--- config.mk ---
export PLATFORM = sky130hd
export DESIGN_NAME = rxlt_regs
export DESIGN_NICKNAME = d
export VERILOG_FILES = /design/src/rxlt_pkg.sv /design/src/rxlt_regs.sv /design/src/rxlt_sync.sv
export SDC_FILE = /design/constraint.sdc
export NUM_CORES = 1
export LEC_CHECK = 0
export BUFFER_PORTS_ARGS = -buffer_cell sky130_fd_sc_hd__buf_2
export CAP_MARGIN = 15
export CORE_MARGIN = 2
export CORE_UTILIZATION = 25
export CTS_BUF_LIST = sky130_fd_sc_hd__clkbuf_16
export CTS_CLUSTER_DIAMETER = 100
export DETAILED_ROUTE_END_ITERATION = 12
export GPL_ROUTABILITY_DRIVEN = 0
export SLEW_MARGIN = 20
export SYNTH_ARGS = -nofsm -noshare
export SYNTH_HDL_FRONTEND = slang
export SYNTH_SLANG_ARGS = --single-unit
--- constraint.sdc ---
create_clock -name clk_sys -period 3.3 [get_ports clk_sys]
set_input_delay 0.33 -clock clk_sys [delete_from_list [all_inputs] [get_ports clk_sys]]
set_output_delay 0.33 -clock clk_sys [all_outputs]
set_load 0.01 [all_outputs]
--- src/rxlt_pkg.sv ---
// Purpose: Shared constants and carriers for the rx low threshold / ADC result slice
// Assumes: Two-wire serial bus with seven-bit device address, byte offsets
// Notes:   Offsets and reset values live here only
package rxlt_pkg;
  localparam logic [6:0] DEV_ADDR        = 7'h51;
  localparam logic [7:0] OFF_RX_HI_TH_HI = 8'h24;
  localparam logic [7:0] OFF_RX_HI_TH_LO = 8'h25;
  localparam logic [7:0] OFF_RX_LO_TH_HI = 8'h26;
  localparam logic [7:0] OFF_RX_LO_TH_LO = 8'h27;
  localparam logic [7:0] OFF_CHECKSUM    = 8'h5F;
  localparam logic [7:0] OFF_TEMP_HI     = 8'h60;
  localparam logic [7:0] OFF_TEMP_LO     = 8'h61;
  localparam logic [7:0] OFF_VOLT_HI     = 8'h62;
  localparam logic [7:0] OFF_VOLT_LO     = 8'h63;
  localparam logic [7:0] RESET_BYTE      = 8'h00;
  localparam logic [7:0] ZERO_BYTE       = 8'h00;
  localparam logic [2:0] BIT_LAST        = 3'h7;
  localparam logic [2:0] BIT_FIRST       = 3'h0;

  typedef struct packed {
    logic [7:0] hi;
    logic [7:0] lo;
  } rxlt_pair_t;

  typedef struct packed {
    logic       valid;
    logic [7:0] temp;
    logic [7:0] volt;
  } rxlt_adc_t;

  typedef enum logic [6:0] {
    ST_IDLE  = 7'b000_0001,
    ST_ADDR  = 7'b000_0010,
    ST_AACK  = 7'b000_0100,
    ST_WRX   = 7'b000_1000,
    ST_WACK  = 7'b001_0000,
    ST_RTX   = 7'b010_0000,
    ST_RACK  = 7'b100_0000
  } rxlt_state_t;
endpackage

--- src/rxlt_regs.sv ---
// Purpose: Serial-bus register slice: rx low threshold, checksum, ADC results
// Assumes: Two-wire bus slave at fixed address; OEM unlock given by password logic
// Notes:   Nonvolatile storage modelled as reset-to-zero flops
`timescale 1ns/1ps
module rxlt_regs (
  input  wire logic             clk_sys,
  input  wire logic             reset_n,
  input  wire logic             sclIn,
  input  wire logic             sdaIn,
  output logic                  sdaOut,
  output logic                  sdaOe,
  input  wire logic             oemUnlocked,
  input  wire rxlt_pkg::rxlt_adc_t adcResult,
  input  wire logic [7:0]       rxPowerMeasuredHigh,
  output rxlt_pkg::rxlt_pair_t  rxPowerHighThreshold,
  output rxlt_pkg::rxlt_pair_t  rxPowerLowThreshold,
  output logic                  rxHighWarning,
  output logic                  rxLowWarning
);
  import rxlt_pkg::*;

  logic        sclLevel;
  logic        sdaLevel;
  logic        sclPrev;
  logic        sdaPrev;
  rxlt_state_t state;
  rxlt_state_t next_state;
  logic [7:0]  shiftReg;
  logic [7:0]  next_shiftReg;
  logic [2:0]  bitCount;
  logic [2:0]  next_bitCount;
  logic [7:0]  offset;
  logic [7:0]  next_offset;
  logic        haveOffset;
  logic        next_haveOffset;
  logic        isRead;
  logic        next_isRead;
  logic        drive;
  logic        next_drive;
  logic        startPending;
  logic        next_startPending;
  rxlt_pair_t  next_rxPowerHighThreshold;
  rxlt_pair_t  next_rxPowerLowThreshold;
  logic [7:0]  pageChecksum;
  logic [7:0]  next_pageChecksum;
  logic [7:0]  temperatureResultHigh;
  logic [7:0]  next_temperatureResultHigh;
  logic [7:0]  supplyVoltageResultHigh;
  logic [7:0]  next_supplyVoltageResultHigh;
  logic        next_rxHighWarning;
  logic        next_rxLowWarning;
  logic [7:0]  readByte;
  logic        sclRise;
  logic        sclFall;
  logic        startSeen;
  logic        stopSeen;
  logic        writeStrobe;

  rxlt_sync u_scl_sync (
    .clk_sys (clk_sys),
    .reset_n (reset_n),
    .pinIn   (sclIn),
    .level   (sclLevel)
  );

  rxlt_sync u_sda_sync (
    .clk_sys (clk_sys),
    .reset_n (reset_n),
    .pinIn   (sdaIn),
    .level   (sdaLevel)
  );

  assign sclRise   = sclLevel && !sclPrev;
  assign sclFall   = !sclLevel && sclPrev;
  assign startSeen = sclLevel && sclPrev && sdaPrev && !sdaLevel;
  assign stopSeen  = sclLevel && sclPrev && !sdaPrev && sdaLevel;
  // Open drain: only ever pull low
  assign sdaOut    = 1'b0;
  assign sdaOe     = drive;

  always_comb begin
    case (offset)
      OFF_RX_HI_TH_HI: readByte = rxPowerHighThreshold.hi;
      OFF_RX_HI_TH_LO: readByte = rxPowerHighThreshold.lo;
      OFF_RX_LO_TH_HI: readByte = rxPowerLowThreshold.hi;
      OFF_RX_LO_TH_LO: readByte = rxPowerLowThreshold.lo;
      OFF_CHECKSUM:    readByte = pageChecksum;
      OFF_TEMP_HI:     readByte = temperatureResultHigh;
      OFF_VOLT_HI:     readByte = supplyVoltageResultHigh;
      OFF_TEMP_LO:     readByte = ZERO_BYTE;
      OFF_VOLT_LO:     readByte = ZERO_BYTE;
      default:         readByte = ZERO_BYTE;
    endcase
  end

  // Serial protocol engine
  always_comb begin
    next_state      = state;
    next_shiftReg   = shiftReg;
    next_bitCount   = bitCount;
    next_offset     = offset;
    next_haveOffset = haveOffset;
    next_isRead     = isRead;
    next_drive      = drive;
    next_startPending = startPending;
    writeStrobe     = 1'b0;
    if (startSeen) begin
      next_state    = ST_ADDR;
      next_bitCount = BIT_LAST;
      next_drive    = 1'b0;
      next_startPending = 1'b1;
    end else if (stopSeen) begin
      next_state = ST_IDLE;
      next_drive = 1'b0;
      next_startPending = 1'b0;
    end else begin
      case (state)
        ST_IDLE: begin
          next_drive = 1'b0;
        end
        ST_ADDR, ST_WRX: begin
          if (sclRise) begin
            next_shiftReg = {shiftReg[6:0], sdaLevel};
          end else if (sclFall && startPending) begin
            // Clock fall closing a START carries no bit
            next_startPending = 1'b0;
          end else if (sclFall) begin
            if (bitCount == BIT_FIRST) begin
              if (state == ST_ADDR) begin
                if (shiftReg[7:1] == DEV_ADDR) begin
                  next_isRead     = shiftReg[0];
                  next_haveOffset = 1'b0;
                  next_drive      = 1'b1;
                  next_state      = ST_AACK;
                end else begin
                  next_state = ST_IDLE;
                end
              end else begin
                next_drive = 1'b1;
                next_state = ST_WACK;
                if (haveOffset) begin
                  writeStrobe = 1'b1;
                  // Step only after a data byte, never the offset byte
                  next_offset = offset + 8'h01;
                end else begin
                  next_offset     = shiftReg;
                  next_haveOffset = 1'b1;
                end
              end
            end else begin
              next_bitCount = bitCount - 3'h1;
            end
          end
        end
        ST_AACK, ST_WACK: begin
          if (sclFall) begin
            next_bitCount = BIT_LAST;
            if (state == ST_AACK && isRead) begin
              next_shiftReg = readByte;
              next_drive    = !readByte[7];
              next_state    = ST_RTX;
            end else begin
              next_drive = 1'b0;
              next_state = ST_WRX;
            end
          end
        end
        ST_RTX: begin
          if (sclFall) begin
            if (bitCount == BIT_FIRST) begin
              next_drive = 1'b0;
              next_state = ST_RACK;
            end else begin
              next_bitCount = bitCount - 3'h1;
              next_shiftReg = {shiftReg[6:0], 1'b0};
              next_drive    = !shiftReg[6];
            end
          end
        end
        ST_RACK: begin
          if (sclRise) begin
            next_offset = offset + 8'h01;
            // Master NACK ends the read
            if (sdaLevel) begin
              next_state = ST_IDLE;
            end
          end else if (sclFall) begin
            next_bitCount = BIT_LAST;
            next_shiftReg = readByte;
            next_drive    = !readByte[7];
            next_state    = ST_RTX;
          end
        end
        default: begin
          next_state = ST_IDLE;
          next_drive = 1'b0;
        end
      endcase
    end
  end

  // Register updates and comparisons
  always_comb begin
    next_rxPowerHighThreshold    = rxPowerHighThreshold;
    next_rxPowerLowThreshold     = rxPowerLowThreshold;
    next_pageChecksum            = pageChecksum;
    next_temperatureResultHigh   = temperatureResultHigh;
    next_supplyVoltageResultHigh = supplyVoltageResultHigh;
    if (writeStrobe) begin
      case (offset)
        OFF_RX_HI_TH_HI: next_rxPowerHighThreshold.hi = shiftReg;
        // Stored for the host; never compared
        OFF_RX_HI_TH_LO: next_rxPowerHighThreshold.lo = shiftReg;
        OFF_RX_LO_TH_HI: next_rxPowerLowThreshold.hi = shiftReg;
        OFF_RX_LO_TH_LO: next_rxPowerLowThreshold.lo = shiftReg;
        OFF_CHECKSUM: begin
          if (oemUnlocked) begin
            next_pageChecksum = shiftReg;
          end
        end
        default: begin
        end
      endcase
    end
    if (adcResult.valid) begin
      next_temperatureResultHigh   = adcResult.temp;
      next_supplyVoltageResultHigh = adcResult.volt;
    end
    next_rxHighWarning = rxPowerMeasuredHigh > rxPowerHighThreshold.hi;
    next_rxLowWarning  = rxPowerMeasuredHigh < rxPowerLowThreshold.hi;
  end

  always_ff @(posedge clk_sys) begin
    if (!reset_n) begin
      state                   <= ST_IDLE;
      shiftReg                <= RESET_BYTE;
      bitCount                <= BIT_LAST;
      offset                  <= RESET_BYTE;
      haveOffset              <= 1'b0;
      isRead                  <= 1'b0;
      drive                   <= 1'b0;
      startPending            <= 1'b0;
      sclPrev                 <= 1'b1;
      sdaPrev                 <= 1'b1;
      rxPowerHighThreshold    <= '{hi: RESET_BYTE, lo: RESET_BYTE};
      rxPowerLowThreshold     <= '{hi: RESET_BYTE, lo: RESET_BYTE};
      pageChecksum            <= RESET_BYTE;
      temperatureResultHigh   <= RESET_BYTE;
      supplyVoltageResultHigh <= RESET_BYTE;
      rxHighWarning           <= 1'b0;
      rxLowWarning            <= 1'b0;
    end else begin
      state                   <= next_state;
      shiftReg                <= next_shiftReg;
      bitCount                <= next_bitCount;
      offset                  <= next_offset;
      haveOffset              <= next_haveOffset;
      isRead                  <= next_isRead;
      drive                   <= next_drive;
      startPending            <= next_startPending;
      sclPrev                 <= sclLevel;
      sdaPrev                 <= sdaLevel;
      rxPowerHighThreshold    <= next_rxPowerHighThreshold;
      rxPowerLowThreshold     <= next_rxPowerLowThreshold;
      pageChecksum            <= next_pageChecksum;
      temperatureResultHigh   <= next_temperatureResultHigh;
      supplyVoltageResultHigh <= next_supplyVoltageResultHigh;
      rxHighWarning           <= next_rxHighWarning;
      rxLowWarning            <= next_rxLowWarning;
    end
  end
endmodule

--- src/rxlt_sync.sv ---
// Purpose: Three-stage pin synchroniser with agreement filter
// Assumes: Pin is asynchronous to clk_sys
// Notes:   First stage feeds only the second
`timescale 1ns/1ps
module rxlt_sync (
  input  wire logic clk_sys,
  input  wire logic reset_n,
  input  wire logic pinIn,
  output logic      level
);
  logic stage1;
  logic stage2;
  logic stage3;
  logic next_level;

  always_comb begin
    next_level = level;
    // Change only once last two stages agree
    if (stage2 == stage3) begin
      next_level = stage3;
    end
  end

  always_ff @(posedge clk_sys) begin
    if (!reset_n) begin
      stage1 <= 1'b1;
      stage2 <= 1'b1;
      stage3 <= 1'b1;
      level  <= 1'b1;
    end else begin
      stage1 <= pinIn;
      stage2 <= stage1;
      stage3 <= stage2;
      level  <= next_level;
    end
  end
endmodule

==> After elaboration in Yosys (flattened, before gate mapping) <==
Cells that the tools add are included.
{ "word_totals": {"regBits": 98, "output_inout_bits": 36, "word_cells": 191} }
{ "classes": {"n_addsub": 2, "n_lt_le_gt_ge": 2, "n_eq_ne": 46, "n_mux": 69, "bitwise_logic": 6, "reduce_logical": 38} }
{ "ops": {"columns": ["op", "count"], "rows": [
  ["$mux W8", 14],
  ["$mux W7", 11],
  ["$pmux W8 S7", 1],
  ["$pmux W7 S5", 1],
  ["$eq A8 B6 Y1 const B", 4],
  ["$pmux W8 S4", 1],
  ["$reduce_and A10 Y1", 3],
  ["$mux W1", 28],
  ["$ne A2 B2 Y1 const B", 14],
  ["$ne A4 B4 Y1 const B", 7],
  ["$reduce_and A9 Y1", 3],
  ["$eq A8 B7 Y1 const B", 3],
  ["$mux W3", 7],
  ["$pmux W8 S2", 1],
  ["$eq A7 B7 Y1 const B", 2],
  ["$pmux W3 S4", 1],
  ["$logic_and A1 B1 Y1", 9],
  ["$ne A3 B3 Y1 const B", 3],
  ["$add A8 B1 Y8 const B", 1],
  ["$gt A8 B8 Y1", 1],
  ["$lt A8 B8 Y1", 1],
  ["$reduce_and A2 Y1", 4],
  ["$reduce_and A8 Y1", 1],
  ["$eq A7 B1 Y1 const B", 1],
  ["25 further kinds", 41]
]} }

==> Longest topological paths before layout <==
Gate-level depths: netlist of run 1.
{ "depth": {"ltp_word": 10, "mapped_depth": 10, "depth_no_buf": 8} }

==> Modules after synthesis <==
Synthesis of run 1 repeated with hierarchy kept, for this count alone.
{ "unflattened": {"cells_unflattened": 597, "area_unflattened_um2": 5522.8} }
{ "by_module_without_submodules": {"columns": ["module", "n_inst", "cells_each", "area_each_um2", "seq_area_each_um2"], "rows": [
  ["rxlt_regs", 1, 577, 5297.6, 1801.7],
  ["rxlt_sync", 2, 10, 112.6, 80.1]
]} }

==> Least setup slack after synthesis of run 1 <==
Ideal clock, no wire load.
{ "synth_path": {"path_kind": "register -> register", "from": "reg u_scl_sync.level", "to": "reg rxPowerHighThreshold[14] (netlist name)", "arrival_time_ns": 2.200, "slack_ns": 1.030, "path_stages_with_launch": 11, "synth_period_minus_slack_ns": 2.270, "cell_sequence": "dfxtp_1 -> inv_1 -> ha_1 -> or3b_1 -> a211oi_1 -> and4_1 -> buf_2 -> and2_1 -> buf_2 -> nand2_1 -> a21oi_1"} }
{ "synth_via": {"elab_chain_len": 9, "word_cells_on_any_way": 16, "classes_between": "6 x mux; 10 x reduce/logical"} }
{ "synth_lines": {"columns": ["item", "line_no", "text"], "rows": [
  ["start, declared", "rxlt_sync.sv:9", "output logic level"],
  ["start signal, assigned", "rxlt_sync.sv:34", "level <= next_level;"],
  ["$logic_not A1 Y1", "rxlt_regs.sv:74", "assign sclFall = !sclLevel && sclPrev;"],
  ["$logic_and A1 B1 Y1", "rxlt_regs.sv:74", null],
  ["$mux W1 / $logic_and A1 B1 Y1 (equally long branches)", "rxlt_regs.sv:127, rxlt_regs.sv:124", null],
  ["$mux W1", "rxlt_regs.sv:124", "end else if (sclFall && startPending) begin"],
  ["$mux W1", "rxlt_regs.sv:122", "if (sclRise) begin"],
  ["$mux W1", "rxlt_regs.sv:117", "case (state)"],
  ["$mux W1", "rxlt_regs.sv:112", "end else if (stopSeen) begin"],
  ["$mux W1 *", "rxlt_regs.sv:107", "if (startSeen) begin"],
  ["$reduce_and A2 Y1 (no source line) *", null, null],
  ["end signal, assigned", "rxlt_regs.sv:245", "rxPowerHighThreshold <= '{hi: RESET_BYTE, lo: RESET_BYTE};"],
  ["end signal, assigned", "rxlt_regs.sv:263", "rxPowerHighThreshold <= next_rxPowerHighThreshold;"],
  ["end, declared", "rxlt_regs.sv:15", "output rxlt_pkg::rxlt_pair_t rxPowerHighThreshold,"]
]} }
Mark *: on every way between the ends. The rest lies on a longest branch, timed or not.
A chain may end at the register's enable or synchronous reset.

==> Worst setup path after layout of run 1 <==
{ "layout_path": {"from": "reg u_scl_sync.level", "to": "reg rxPowerHighThreshold[13] (netlist name)"} }
The elaborated chain is that of the path after synthesis.

==> results of run 1 <==
## logic make-up after synthesis
family | count (synthesis) | share of synthesized area
adder cells (fa/ha/maj) | 25 | 0.0596
buffers and inverters | 72 | 0.0557
multiplexers | 22 | 0.0423
AND/OR/NAND/NOR | 263 | 0.241
flip-flops | 98 | 0.377
AO/OA/AOI/OAI | 173 | 0.214
XOR/XNOR | 6 | 0.0101
other | 1 | 0.000720
## final timing paths
path / start / cells past startpoint / slack (ps) / endpoint
setup reg to reg: u_scl_sync.level$_SDFFE_PN1N_ / 8 / 470 / rxPowerHighThreshold[13]$_SDFFE_PN0P_
hold / removal: sdaIn / 2 / 170 / u_sda_sync.stage1$_SDFF_PN1_
hold reg to reg: u_scl_sync.stage1$_SDFF_PN1_ / 1 / 410 / u_scl_sync.stage2$_SDFF_PN1_
setup / recovery: u_scl_sync.level$_SDFFE_PN1N_ / 8 / 470 / rxPowerHighThreshold[13]$_SDFFE_PN0P_
## synthesized netlist by cell type, types with 3 or more instances
master      n  share of area
dfxtp_1    98           0.38
a22oi_1    17          0.025
ha_1       24          0.058
nor2_1     54          0.039
nand2_1   116          0.084
a221oi_1    8          0.013
a22o_1      5         0.0084
and2_1      7         0.0084
mux2i_1    22          0.042
buf_1       3         0.0022
xor2_1      5         0.0084
or3b_2      3         0.0050
nor2b_1     9          0.011
o211ai_1    3         0.0043
a21o_1      9          0.013
a311oi_1    4         0.0067
o21ai_0    27          0.026
and3_1     10          0.012
o22ai_1     9          0.011
o21a_1      7          0.010
nand4_1     3         0.0036
buf_2      10         0.0096
nor4b_1     6          0.010
clkbuf_1   33          0.024
nor3b_1     4         0.0058
nor3_1      9         0.0086
a21oi_1    57          0.055
a211oi_1    8          0.012
nor4_1      8         0.0096
a31oi_1     3         0.0036
inv_1      24          0.017
nand2b_1   13          0.016
nand3_1    10         0.0096
## layout make-up
type | instances | share of cell area
timing repair buffer | 75 | 0.0666
inverter | 24 | 0.0149
multi-input combinational | 490 | 0.489
clock inverter | 7 | 0.0126
clock buffer | 9 | 0.0372
sequential | 98 | 0.324
tap | 270 | 0.0558
## state kept, by name, indices dropped and copies added, names as in the netlist, 3 cells and up
signal and count:
state 7, shiftReg 8, pageChecksum 8, temperatureResultHigh 8, rxPowerHighThreshold 16, supplyVoltageResultHigh 8, bitCount 3, rxPowerLowThreshold 16
offset 8
## routing by layer
metal	track usage	vias up	part of all wire
met1	0.198	2245	0.49
met3	0.0242	17	0.061
met5	0	-	0
li1	-	2393	-
met2	0.209	180	0.44
met4	0.0500	0	0.017
## report_power, final
group          total (mW)  internal [mW]  switching [mW]  leakage, nW
registers            1.21           1.20          0.0113        0.795
clock network        1.08          0.595           0.484        0.148
logic               0.116         0.0497          0.0664         1.36
total                2.41           1.84           0.562         2.31
## metrics by stage
stage,util,instance area [um^2],cells,worst slack [ps],hold slack (ps)
after detailed placement,0.282,5750,957,560,396
after global placement,0.282,5750,957,662,394
final,0.297,6050,973,470,175
after CTS,0.297,6050,973,490,168
after floorplan,-,5210,660,1030,386
after global routing,0.297,6050,973,184,169
==> reports/results.ini, run 1 <==
[finish]
multi_input_area_um2=2960
final.fill_count=2167
drive_gt1_frac=0.147
final_cell_mix=nand2_1 (116), dfxtp_1 (98), buf_2 (64)
area_growth_pct=16.2
nets=752
diodes=0
layout_commonest_cell=nand2_1
seqCellArea_um2=1960

[clock_tree]
clock_latency_ps=350
cts.sinks=98
cts_tree=built
cts_hold_buf=0
cts.reportedPaths.clkPinSlew_ps=70
cts_resized=0
htree_levels=3
cts_buffers=9
root_buffer=clkbuf_16
cts_setup_buffers=0
clk_path_buf_depth=2

[sta]
rsz0062_at_grt=false
drv_slew=0
tightest_slew_ps=820
tns_ps=0
fin_crit_sh=0.857
fin_crit_ps=2830
fmax_ghz=0.353
setup_viol=0
finClkSkew_ps=12.9
slew_headroom=0.452
hold_viol_final=0

[worst_setup_path]
crit_family=simple AND/OR/NAND/NOR gates
crit_chain=inv_1, ha_1, or3b_1, a211oi_1, and4_1, and2_1, nand2_1, a21oi_1
crit_type=flip-flop to flip-flop
worstPathRequired_ps=3580
crit_slowest_cell=a211oi_1
critical_path_buf_inv_count=1
cp-end-kind=flip-flop
start_kind=flip-flop
slowest_delay_ps=530
worstPathArrival_ps=3110
cp_max_fo=8

[synth]
ys_ff_latch=98
synth_flop_cell=dfxtp_1
syn_area_per_cell_um2=7.89
async_flop_share=0
ys_types=59
synth_nets=714
synth_edf_count=0
ys_warn_count=0
synthCells=660
yosysSeqAreaShare=0.377
synth.cell_area_um2=5210

[die]
rows=52
pin_count=66
initial_utilization=0.256
dieHeight_um=148
die-area_um2=22000
die_w_um=148
core_area_um2=20400

[grt]
grt_pass1_wl_mm=24.2
grt_pass1_vias=4549
grt-ovfl-total=0
grt_max_degree=46
grt_util_all_layers=0.138
antenna_found_initial=0

[drt]
vias=4835
ant_nets=0
wirelength_mm=15.0
avgViaCountPerCell=4.97
drcViolationCount=0
wl_per_cell_um=15.5
dr.pass1.iters=5
first_iter_violations=368

[hold_path]
min_path_type=input port to flip-flop

[placement]
hpwl_mm=10.9
port_buffers=64

[outcome]
status=complete, no violations

[job]
drv_cap=0

[power_and_ir_drop]
max-vdd-ir-drop_mv=0.202
power_density_nw_per_um2=398
power_mw=2.41
p_leak_nw=2.31

No activity file was read; power rests on OpenSTA's default activity.
==> run 2, diff against run 1 <==
--- a/config.mk
+++ b/config.mk
@@ -16,4 +16,5 @@
 export SLEW_MARGIN = 20
 export SYNTH_ARGS = -nofsm -noshare
 export SYNTH_HDL_FRONTEND = slang
+export SYNTH_HIERARCHICAL = 1
 export SYNTH_SLANG_ARGS = --single-unit
==> run 2 against run 1 <==
Worst hold slack lost 20 ps. Clock power grew 4%. Synthesized cell count shrank 9.5%. Sequential power is essentially flat. Critical path depth shrank 2. Die area grew 5.9%. Maximum frequency grew 13%. Register-to-register slack gained 320 ps. Design area grew 4.9%. Power grew 2.1%. Via count shrank 6.1%. Sequential cell count is the same.
==> reports/results.ini, run 2 <==
[synth]
async_flop_share=0  ; unchanged
ys_ff_latch=98  ; unchanged
ys_top_cells_by_count=dfxtp_1 (98), nor2b_1 (64), mux2i_1 (63)  ; was nand2_1 (116), dfxtp_1 (98), a21oi_1 (57)
synth_most_common_cell=dfxtp_1  ; was nand2_1
yosys.area.top_type_share=0.355  ; was 0.377
yosysSeqAreaShare=0.355  ; was 0.377
synth_flop_cell=dfxtp_1  ; unchanged
yosysTopAreaCell=dfxtp_1  ; unchanged
synthCells=597  ; was 660
syn_area_per_cell_um2=9.25  ; was 7.89 um^2
synth.cell_area_um2=5520  ; was 5210 um^2
ys_warn_count=6  ; was 0
synth_edf_count=0  ; unchanged
synth_nets=651  ; was 714
synthTopCellsByArea=dfxtp_1 (36%), mux2i_1 (11%), nor2b_1 (7.2%), ha_1 (5.4%), nand2_1 (2.2%)  ; was dfxtp_1 (38%), nand2_1 (8.4%), ha_1 (5.8%), a21oi_1 (5.5%), mux2i_1 (4.2%)
ys_types=77  ; was 59

[hold_path]
min_path_type=input port to flip-flop  ; unchanged

[worst_setup_path]
start_kind=flip-flop  ; unchanged
crit_type=flip-flop to flip-flop  ; unchanged
cp_max_fo=15  ; was 8
worstPathRequired_ps=3550  ; was 3580 ps
cp-end-kind=flip-flop  ; unchanged
worstPathArrival_ps=2760  ; was 3110 ps

[outcome]
status=complete, no violations  ; unchanged

[drt]
ant_nets=0  ; unchanged
first_iter_violations=385  ; was 368
dr.pass1.iters=6  ; was 5
wirelength_mm=14.8  ; was 15.0 mm
met3_wirelength_um=779  ; was 916 um
wl_per_cell_um=16.0  ; was 15.5 um
wl_met2_mm=6.79  ; was 6.55 mm
avgViaCountPerCell=4.91  ; was 4.97
topRoutingLayerUsed=met4  ; unchanged
vias=4538  ; was 4835
m1WireLength_mm=6.84  ; was 7.32 mm
drcViolationCount=0  ; unchanged

[grt]
grt_max_degree=64  ; was 46
antenna_found_initial=0  ; unchanged
grt-ovfl-total=0  ; unchanged
grt_pass1_wl_mm=23.9  ; was 24.2 mm
grt_util_all_layers=0.128  ; was 0.138
grt_pass1_vias=4365  ; was 4549

[finish]
multi_input_area_um2=3230  ; was 2960 um^2
final_cell_mix=dfxtp_1 (98), nor2b_1 (64), buf_2 (64)  ; was nand2_1 (116), dfxtp_1 (98), buf_2 (64)
drive_gt1_frac=0.177  ; was 0.147
largestRegisters=rxPowerHighThreshold x16, rxPowerLowThreshold x16  ; unchanged
diodes=0  ; unchanged
final.fill_count=2355  ; was 2167
layout_commonest_cell=dfxtp_1  ; was nand2_1
area_growth_pct=15.0  ; was 16.2%
seqCellArea_um2=1960  ; unchanged
nets=694  ; was 752
fin_cells=925  ; was 973

[clock_tree]
htree_levels=3  ; unchanged
cts.reportedPaths.clkPinSlew_ps=70  ; about the same
clk_path_buf_depth=2  ; unchanged
cts_hold_buf=0  ; unchanged
cts_tree=built  ; unchanged
root_buffer=clkbuf_16  ; unchanged
cts_resized=0  ; unchanged
clock_latency_ps=360  ; was 350 ps
cts_buffers=9  ; unchanged
cts.sinks=98  ; unchanged
cts_setup_buffers=0  ; unchanged

[sta]
tns_ps=0  ; unchanged
tightest_slew_ps=971  ; was 820 ps
fin_crit_ps=2510  ; was 2830 ps
slew_headroom=0.352  ; was 0.452
hold_viol_final=0  ; unchanged
setup_viol=0  ; unchanged
drv_slew=0  ; unchanged
fin_crit_sh=0.759  ; was 0.857
finClkSkew_ps=4.88  ; was 12.9 ps
fmax_ghz=0.399  ; was 0.353 GHz
rsz0062_at_grt=false  ; unchanged

[die]
initial_utilization=0.254  ; was 0.256
rows=54  ; was 52
die-area_um2=23300  ; was 22000 um^2
dieHeight_um=153  ; was 148 um
core_area_um2=21800  ; was 20400 um^2
pin_count=66  ; unchanged
die_w_um=153  ; was 148 um

[power_and_ir_drop]
p_leak_nw=2.63  ; was 2.31 nW
p_int_mw=1.92  ; was 1.84 mW
power_density_nw_per_um2=387  ; was 398 nW/um^2
max-vdd-ir-drop_mv=0.255  ; was 0.202 mV
p_switching_mw=0.540  ; was 0.562 mW
pwr-share-comb=0.050  ; was 0.048
p_sw_frac=0.220  ; was 0.233
clockPowerShare=0.456  ; was 0.448
power_frac_seq=0.494  ; was 0.503

[placement]
hpwl_mm=10.5  ; was 10.9 mm
port_buffers=64  ; unchanged
dpl.cell_count=909  ; was 957

[job]
drv_cap=0  ; unchanged

## run 2: stage by stage
step                setup WS [ps]  cell area (um^2)   util  hold slack [ps]  total power, mW
detailed placement            835              6040  0.277              395             1.36
CTS                           822              6350  0.292              146             2.49
floorplan                    1220              5520      -              386             1.32
finish                        795              6350  0.292              155             2.46
global route                  640              6350  0.292              146             2.55
global placement              892              6040  0.277              395             1.36
## run 2: power by group through the flow
stage / logic [mW] / registers [mW] / clock network [mW]
after floorplan: 0.0849 / 1.23 / 0
after global placement: 0.121 / 1.24 / 0
after detailed placement: 0.123 / 1.24 / 0
after CTS: 0.124 / 1.21 / 1.15
after global routing: 0.137 / 1.22 / 1.20
final: 0.122 / 1.21 / 1.12
## run 2: worst max-delay path, cell delays in order (launching register included)
cell	delay (ps)
dfxtp_1	690
nor3_4	110
nand4b_1	220
a22oi_1	120
or4b_1	800
o21a_1	280
o21a_1	170
## run 2: final timing paths
path,start,to,slack (ps),cells after the start
worst min register to register,u_sda_sync/stage1$_SDFF_PN1_,u_sda_sync/stage2$_SDFF_PN1_,410,1
worst min-delay path,sclIn,u_scl_sync/stage1$_SDFF_PN1_,150,2
worst max register to register,state[6]$_SDFFE_PP0P_,offset[3]$_SDFFE_PN0P_,790,6
worst max-delay path,state[6]$_SDFFE_PP0P_,offset[3]$_SDFFE_PN0P_,790,6
## run 2: logic make-up (layout without fill, tap and decap cells)
| group | Yosys count | in the layout | share of synthesized area |
|---|---|---|---|
| AOI/OAI and AO/OA | 131 | 131 | 0.169 |
| xor gates and xnor gates | 3 | 3 | 0.00476 |
| adders and majority gates | 24 | 24 | 0.0544 |
| buffers and inverters | 69 | 117 | 0.0596 |
| DFF | 98 | 98 | 0.355 |
| muxes | 65 | 65 | 0.118 |
| other | 1 | 1 | 0.000679 |
| and+or+nand+nor | 206 | 206 | 0.238 |
## run 2: per-layer routing
metal | vias to the layer above | track usage
li1 | 2228 | -
met1 | 2137 | 0.167
met2 | 150 | 0.207
met3 | 23 | 0.0210
met4 | 0 | 0.0556
met5 | - | 0
## run 2: area by class of cell
class,instances,area share
multi-input combinational,430,0.509
sequential,98,0.309
timing repair buffer,73,0.0611
tap,280,0.0552
clock buffer,9,0.0355
inverter,28,0.0166
clock inverter,7,0.0136
==> run 3, diff against run 2 <==
--- a/config.mk
+++ b/config.mk
@@ -5,6 +5,7 @@
 export SDC_FILE = /design/constraint.sdc
 export NUM_CORES = 1
 export LEC_CHECK = 0
+export ABC_AREA = 1
 export BUFFER_PORTS_ARGS = -buffer_cell sky130_fd_sc_hd__buf_2
 export CAP_MARGIN = 15
 export CORE_MARGIN = 2
==> constraint.sdc (replaced) <==
create_clock -name clk_sys -period 2.5 [get_ports clk_sys]
set_input_delay 0.25 -clock clk_sys [delete_from_list [all_inputs] [get_ports clk_sys]]
set_output_delay 0.25 -clock clk_sys [all_outputs]
set_load 0.01 [all_outputs]
==> run 3 against run 2 <==
Utilization grew 0.47 points. Maximum frequency is 25% higher. Clock skew up 6.6 ps. Final cell count increased by 22%.
==> reports/results.ini, run 3 <==
[clock_tree]
cts_buffers=9  ; unchanged
cts.reportedPaths.clkPinSlew_ps=70  ; about the same
htree_levels=3  ; unchanged
cts_setup_buffers=0  ; unchanged
clk_path_buf_depth=2  ; unchanged
cts_resized=0  ; unchanged
cts_tree=built  ; unchanged
cts.sinks=98  ; unchanged
cts_hold_buf=0  ; unchanged
clock_latency_ps=350  ; was 360 ps
root_buffer=clkbuf_16  ; unchanged

[sta]
whs_ps=73.6  ; was 155 ps
fin_crit_ps=2010  ; was 2510 ps
slew_headroom=0.475  ; was 0.352
tightest_slew_ps=788  ; was 971 ps
fin_ws_ps=490  ; was 795 ps
rsz0062_at_grt=false  ; unchanged
fmax_ghz=0.498  ; was 0.399 GHz
setup_viol=0  ; unchanged
fin_crit_sh=0.804  ; was 0.759
tns_ps=0  ; unchanged
hold_viol_final=0  ; unchanged
finClkSkew_ps=11.5  ; was 4.88 ps
drv_slew=0  ; unchanged

[drt]
first_iter_violations=339  ; was 385
ant_nets=0  ; unchanged
dr.pass1.iters=5  ; was 6
drcViolationCount=0  ; unchanged
avgViaCountPerCell=4.59  ; was 4.91
wirelength_mm=15.3  ; was 14.8 mm
vias=5159  ; was 4538
wl_per_cell_um=13.6  ; was 16.0 um

[outcome]
status=complete, no violations  ; unchanged

[synth]
synth_edf_count=0  ; unchanged
yosysTopAreaCell=dfxtp_1  ; unchanged
ys_types=43  ; was 77
synthCells=790  ; was 597
synthTopCellsByArea=dfxtp_1 (36%), nand2_1 (9.6%), nor2_1 (8.1%), o21ai_0 (7.1%), inv_1 (6.5%)  ; was dfxtp_1 (36%), mux2i_1 (11%), nor2b_1 (7.2%), ha_1 (5.4%), nand2_1 (2.2%)
syn_area_per_cell_um2=6.87  ; was 9.25 um^2
synth_nets=844  ; was 651
yosys.area.top_type_share=0.362  ; was 0.355
ys_ff_latch=98  ; unchanged
async_flop_share=0  ; unchanged
ys_warn_count=6  ; unchanged
yosysSeqAreaShare=0.362  ; was 0.355
synth_most_common_cell=nand2_1  ; was dfxtp_1
synth.cell_area_um2=5430  ; was 5520 um^2
synth_flop_cell=dfxtp_1  ; unchanged
ys_top_cells_by_count=nand2_1 (139), nor2_1 (117), dfxtp_1 (98)  ; was dfxtp_1 (98), nor2b_1 (64), mux2i_1 (63)

[power_and_ir_drop]
power_frac_seq=0.425  ; was 0.494
pwr-share-comb=0.230  ; was 0.050
p_sw_frac=0.343  ; was 0.220
p_switching_mw=1.45  ; was 0.540 mW
p_leak_nw=2.83  ; was 2.63 nW
p_int_mw=2.78  ; was 1.92 mW
clockPowerShare=0.345  ; was 0.456
power_mw=4.24  ; was 2.46 mW
max-vdd-ir-drop_mv=0.363  ; was 0.255 mV
power_density_nw_per_um2=675  ; was 387 nW/um^2

[finish]
area_growth_pct=15.6  ; was 15.0%
largestRegisters=rxPowerHighThreshold x16, rxPowerLowThreshold x16  ; unchanged
drive_gt1_frac=0.170  ; was 0.177
final.fill_count=2335  ; was 2355
diodes=0  ; unchanged
nets=898  ; was 694
fin_cells=1124  ; was 925
fin_area_um2=6270  ; was 6350 um^2
layout_commonest_cell=nand2_1  ; was dfxtp_1
utilization=0.297  ; was 0.292
final_cell_mix=nand2_1 (139), nor2_1 (117), dfxtp_1 (98)  ; was dfxtp_1 (98), nor2b_1 (64), buf_2 (64)

[placement]
dpl.cell_count=1108  ; was 909
port_buffers=64  ; unchanged
hpwl_mm=11.4  ; was 10.5 mm
placed_area_um2=5960  ; was 6040 um^2
dpl_worst_slack_ps=522  ; was 835 ps

[grt]
grt_pass1_vias=4838  ; was 4365
grt_util_all_layers=0.138  ; was 0.128
antenna_found_initial=0  ; unchanged
grt-ovfl-total=0  ; unchanged
grt_max_degree=83  ; was 64
grt_pass1_wl_mm=24.6  ; was 23.9 mm

[job]
drv_cap=0  ; unchanged

[worst_setup_path]
crit_type=flip-flop to flip-flop  ; unchanged
start_kind=flip-flop  ; unchanged
reg2reg_depth=10  ; was 6
cp_max_fo=11  ; was 15
worstPathRequired_ps=2720  ; was 3550 ps
slowest_delay_ps=400  ; was 800 ps
crit_path_frequent_cell=nand2_1  ; was o21a_1
worstPathArrival_ps=2230  ; was 2760 ps
crit_chain=nor2_2, nand2_2, inv_2, nand2_1, nand3_1, nor2_1, nor2_1, nand2_1, nand2_1, nand3_1  ; was nor3_4, nand4b_1, a22oi_1, or4b_1, o21a_1, o21a_1
cp-end-kind=flip-flop  ; unchanged
crit_slowest_cell=nand3_1  ; was or4b_1

[die]
core_area_um2=21200  ; was 21800 um^2
pin_count=66  ; unchanged
rows=53  ; was 54
die-area_um2=22900  ; was 23300 um^2
die_w_um=151  ; was 153 um
dieHeight_um=151  ; was 153 um
initial_utilization=0.256  ; was 0.254

[hold_path]
min_path_type=input port to flip-flop  ; unchanged
min_path_cells=3  ; was 2

## run 3: cell types whose count changed after synthesis, moves of 35 or more
cell,before,now
a21oi_1,20,55
inv_1,27,94
mux2i_1,63,0
nand2_1,33,139
nand3_1,10,62
nor2_1,31,117
nor2b_1,64,0
o21ai_0,22,77
## run 3: path summary, 6_finish.rpt
kind / start / to / slack [ps]
worst max-delay path: state[2]$_SDFFE_PP0P_ / bitCount[1]$_SDFFE_PP1P_ / 490
worst min-delay path: sdaIn / u_sda_sync/stage1$_SDFF_PN1_ / 70
worst max register to register: state[2]$_SDFFE_PP0P_ / bitCount[1]$_SDFFE_PP1P_ / 490
worst min register to register: u_scl_sync/stage1$_SDFF_PN1_ / u_scl_sync/stage2$_SDFF_PN1_ / 400
## run 3: routing by layer
layer | GRT usage | wire [um]
met1 | 0.185 | 7310
met5 | 0 | 0
met3 | 0.0223 | 827
met2 | 0.218 | 6830
met4 | 0.0593 | 349
## run 3: cell families (layout without fill, tap and decap cells)
logic type | Yosys count | after routing | synth area share
compound gates | 161 | 161 | 0.154
buf+inv | 134 | 193 | 0.106
flops | 98 | 98 | 0.362
xor+xnor | 2 | 2 | 0.00323
other cells | 1 | 1 | 0.000691
fa+ha+maj | 24 | 24 | 0.0554
simple gates | 370 | 370 | 0.319
## run 3: final cells by class
cell class / instances / area [um^2] / share of cell area
clock inverter: 7 / 83.8 / 0.0134
multi-input combinational: 558 / 2890 / 0.460
tap: 275 / 344 / 0.0549
inverter: 107 / 404 / 0.0644
clock buffer: 9 / 225 / 0.0359
timing repair buffer: 70 / 365 / 0.0582
sequential: 98 / 1960 / 0.313
## run 3: critical path: cells and delay by family (launching register included)
| family | cells | cell delay (ps) |
|---|---|---|
| and+or+nand+nor | 9 | 1450 |
| buffers and inverters | 1 | 110 |
| DFF | 1 | 340 |
## run 3: power by group through the flow
stage	clock network [mW]	logic, mW	registers (mW)
global route	1.55	1.11	1.81
detailed placement	0	0.967	1.83
global placement	0	0.958	1.83
CTS	1.50	0.972	1.80
finish	1.46	0.974	1.80
floorplan	0	0.793	1.76
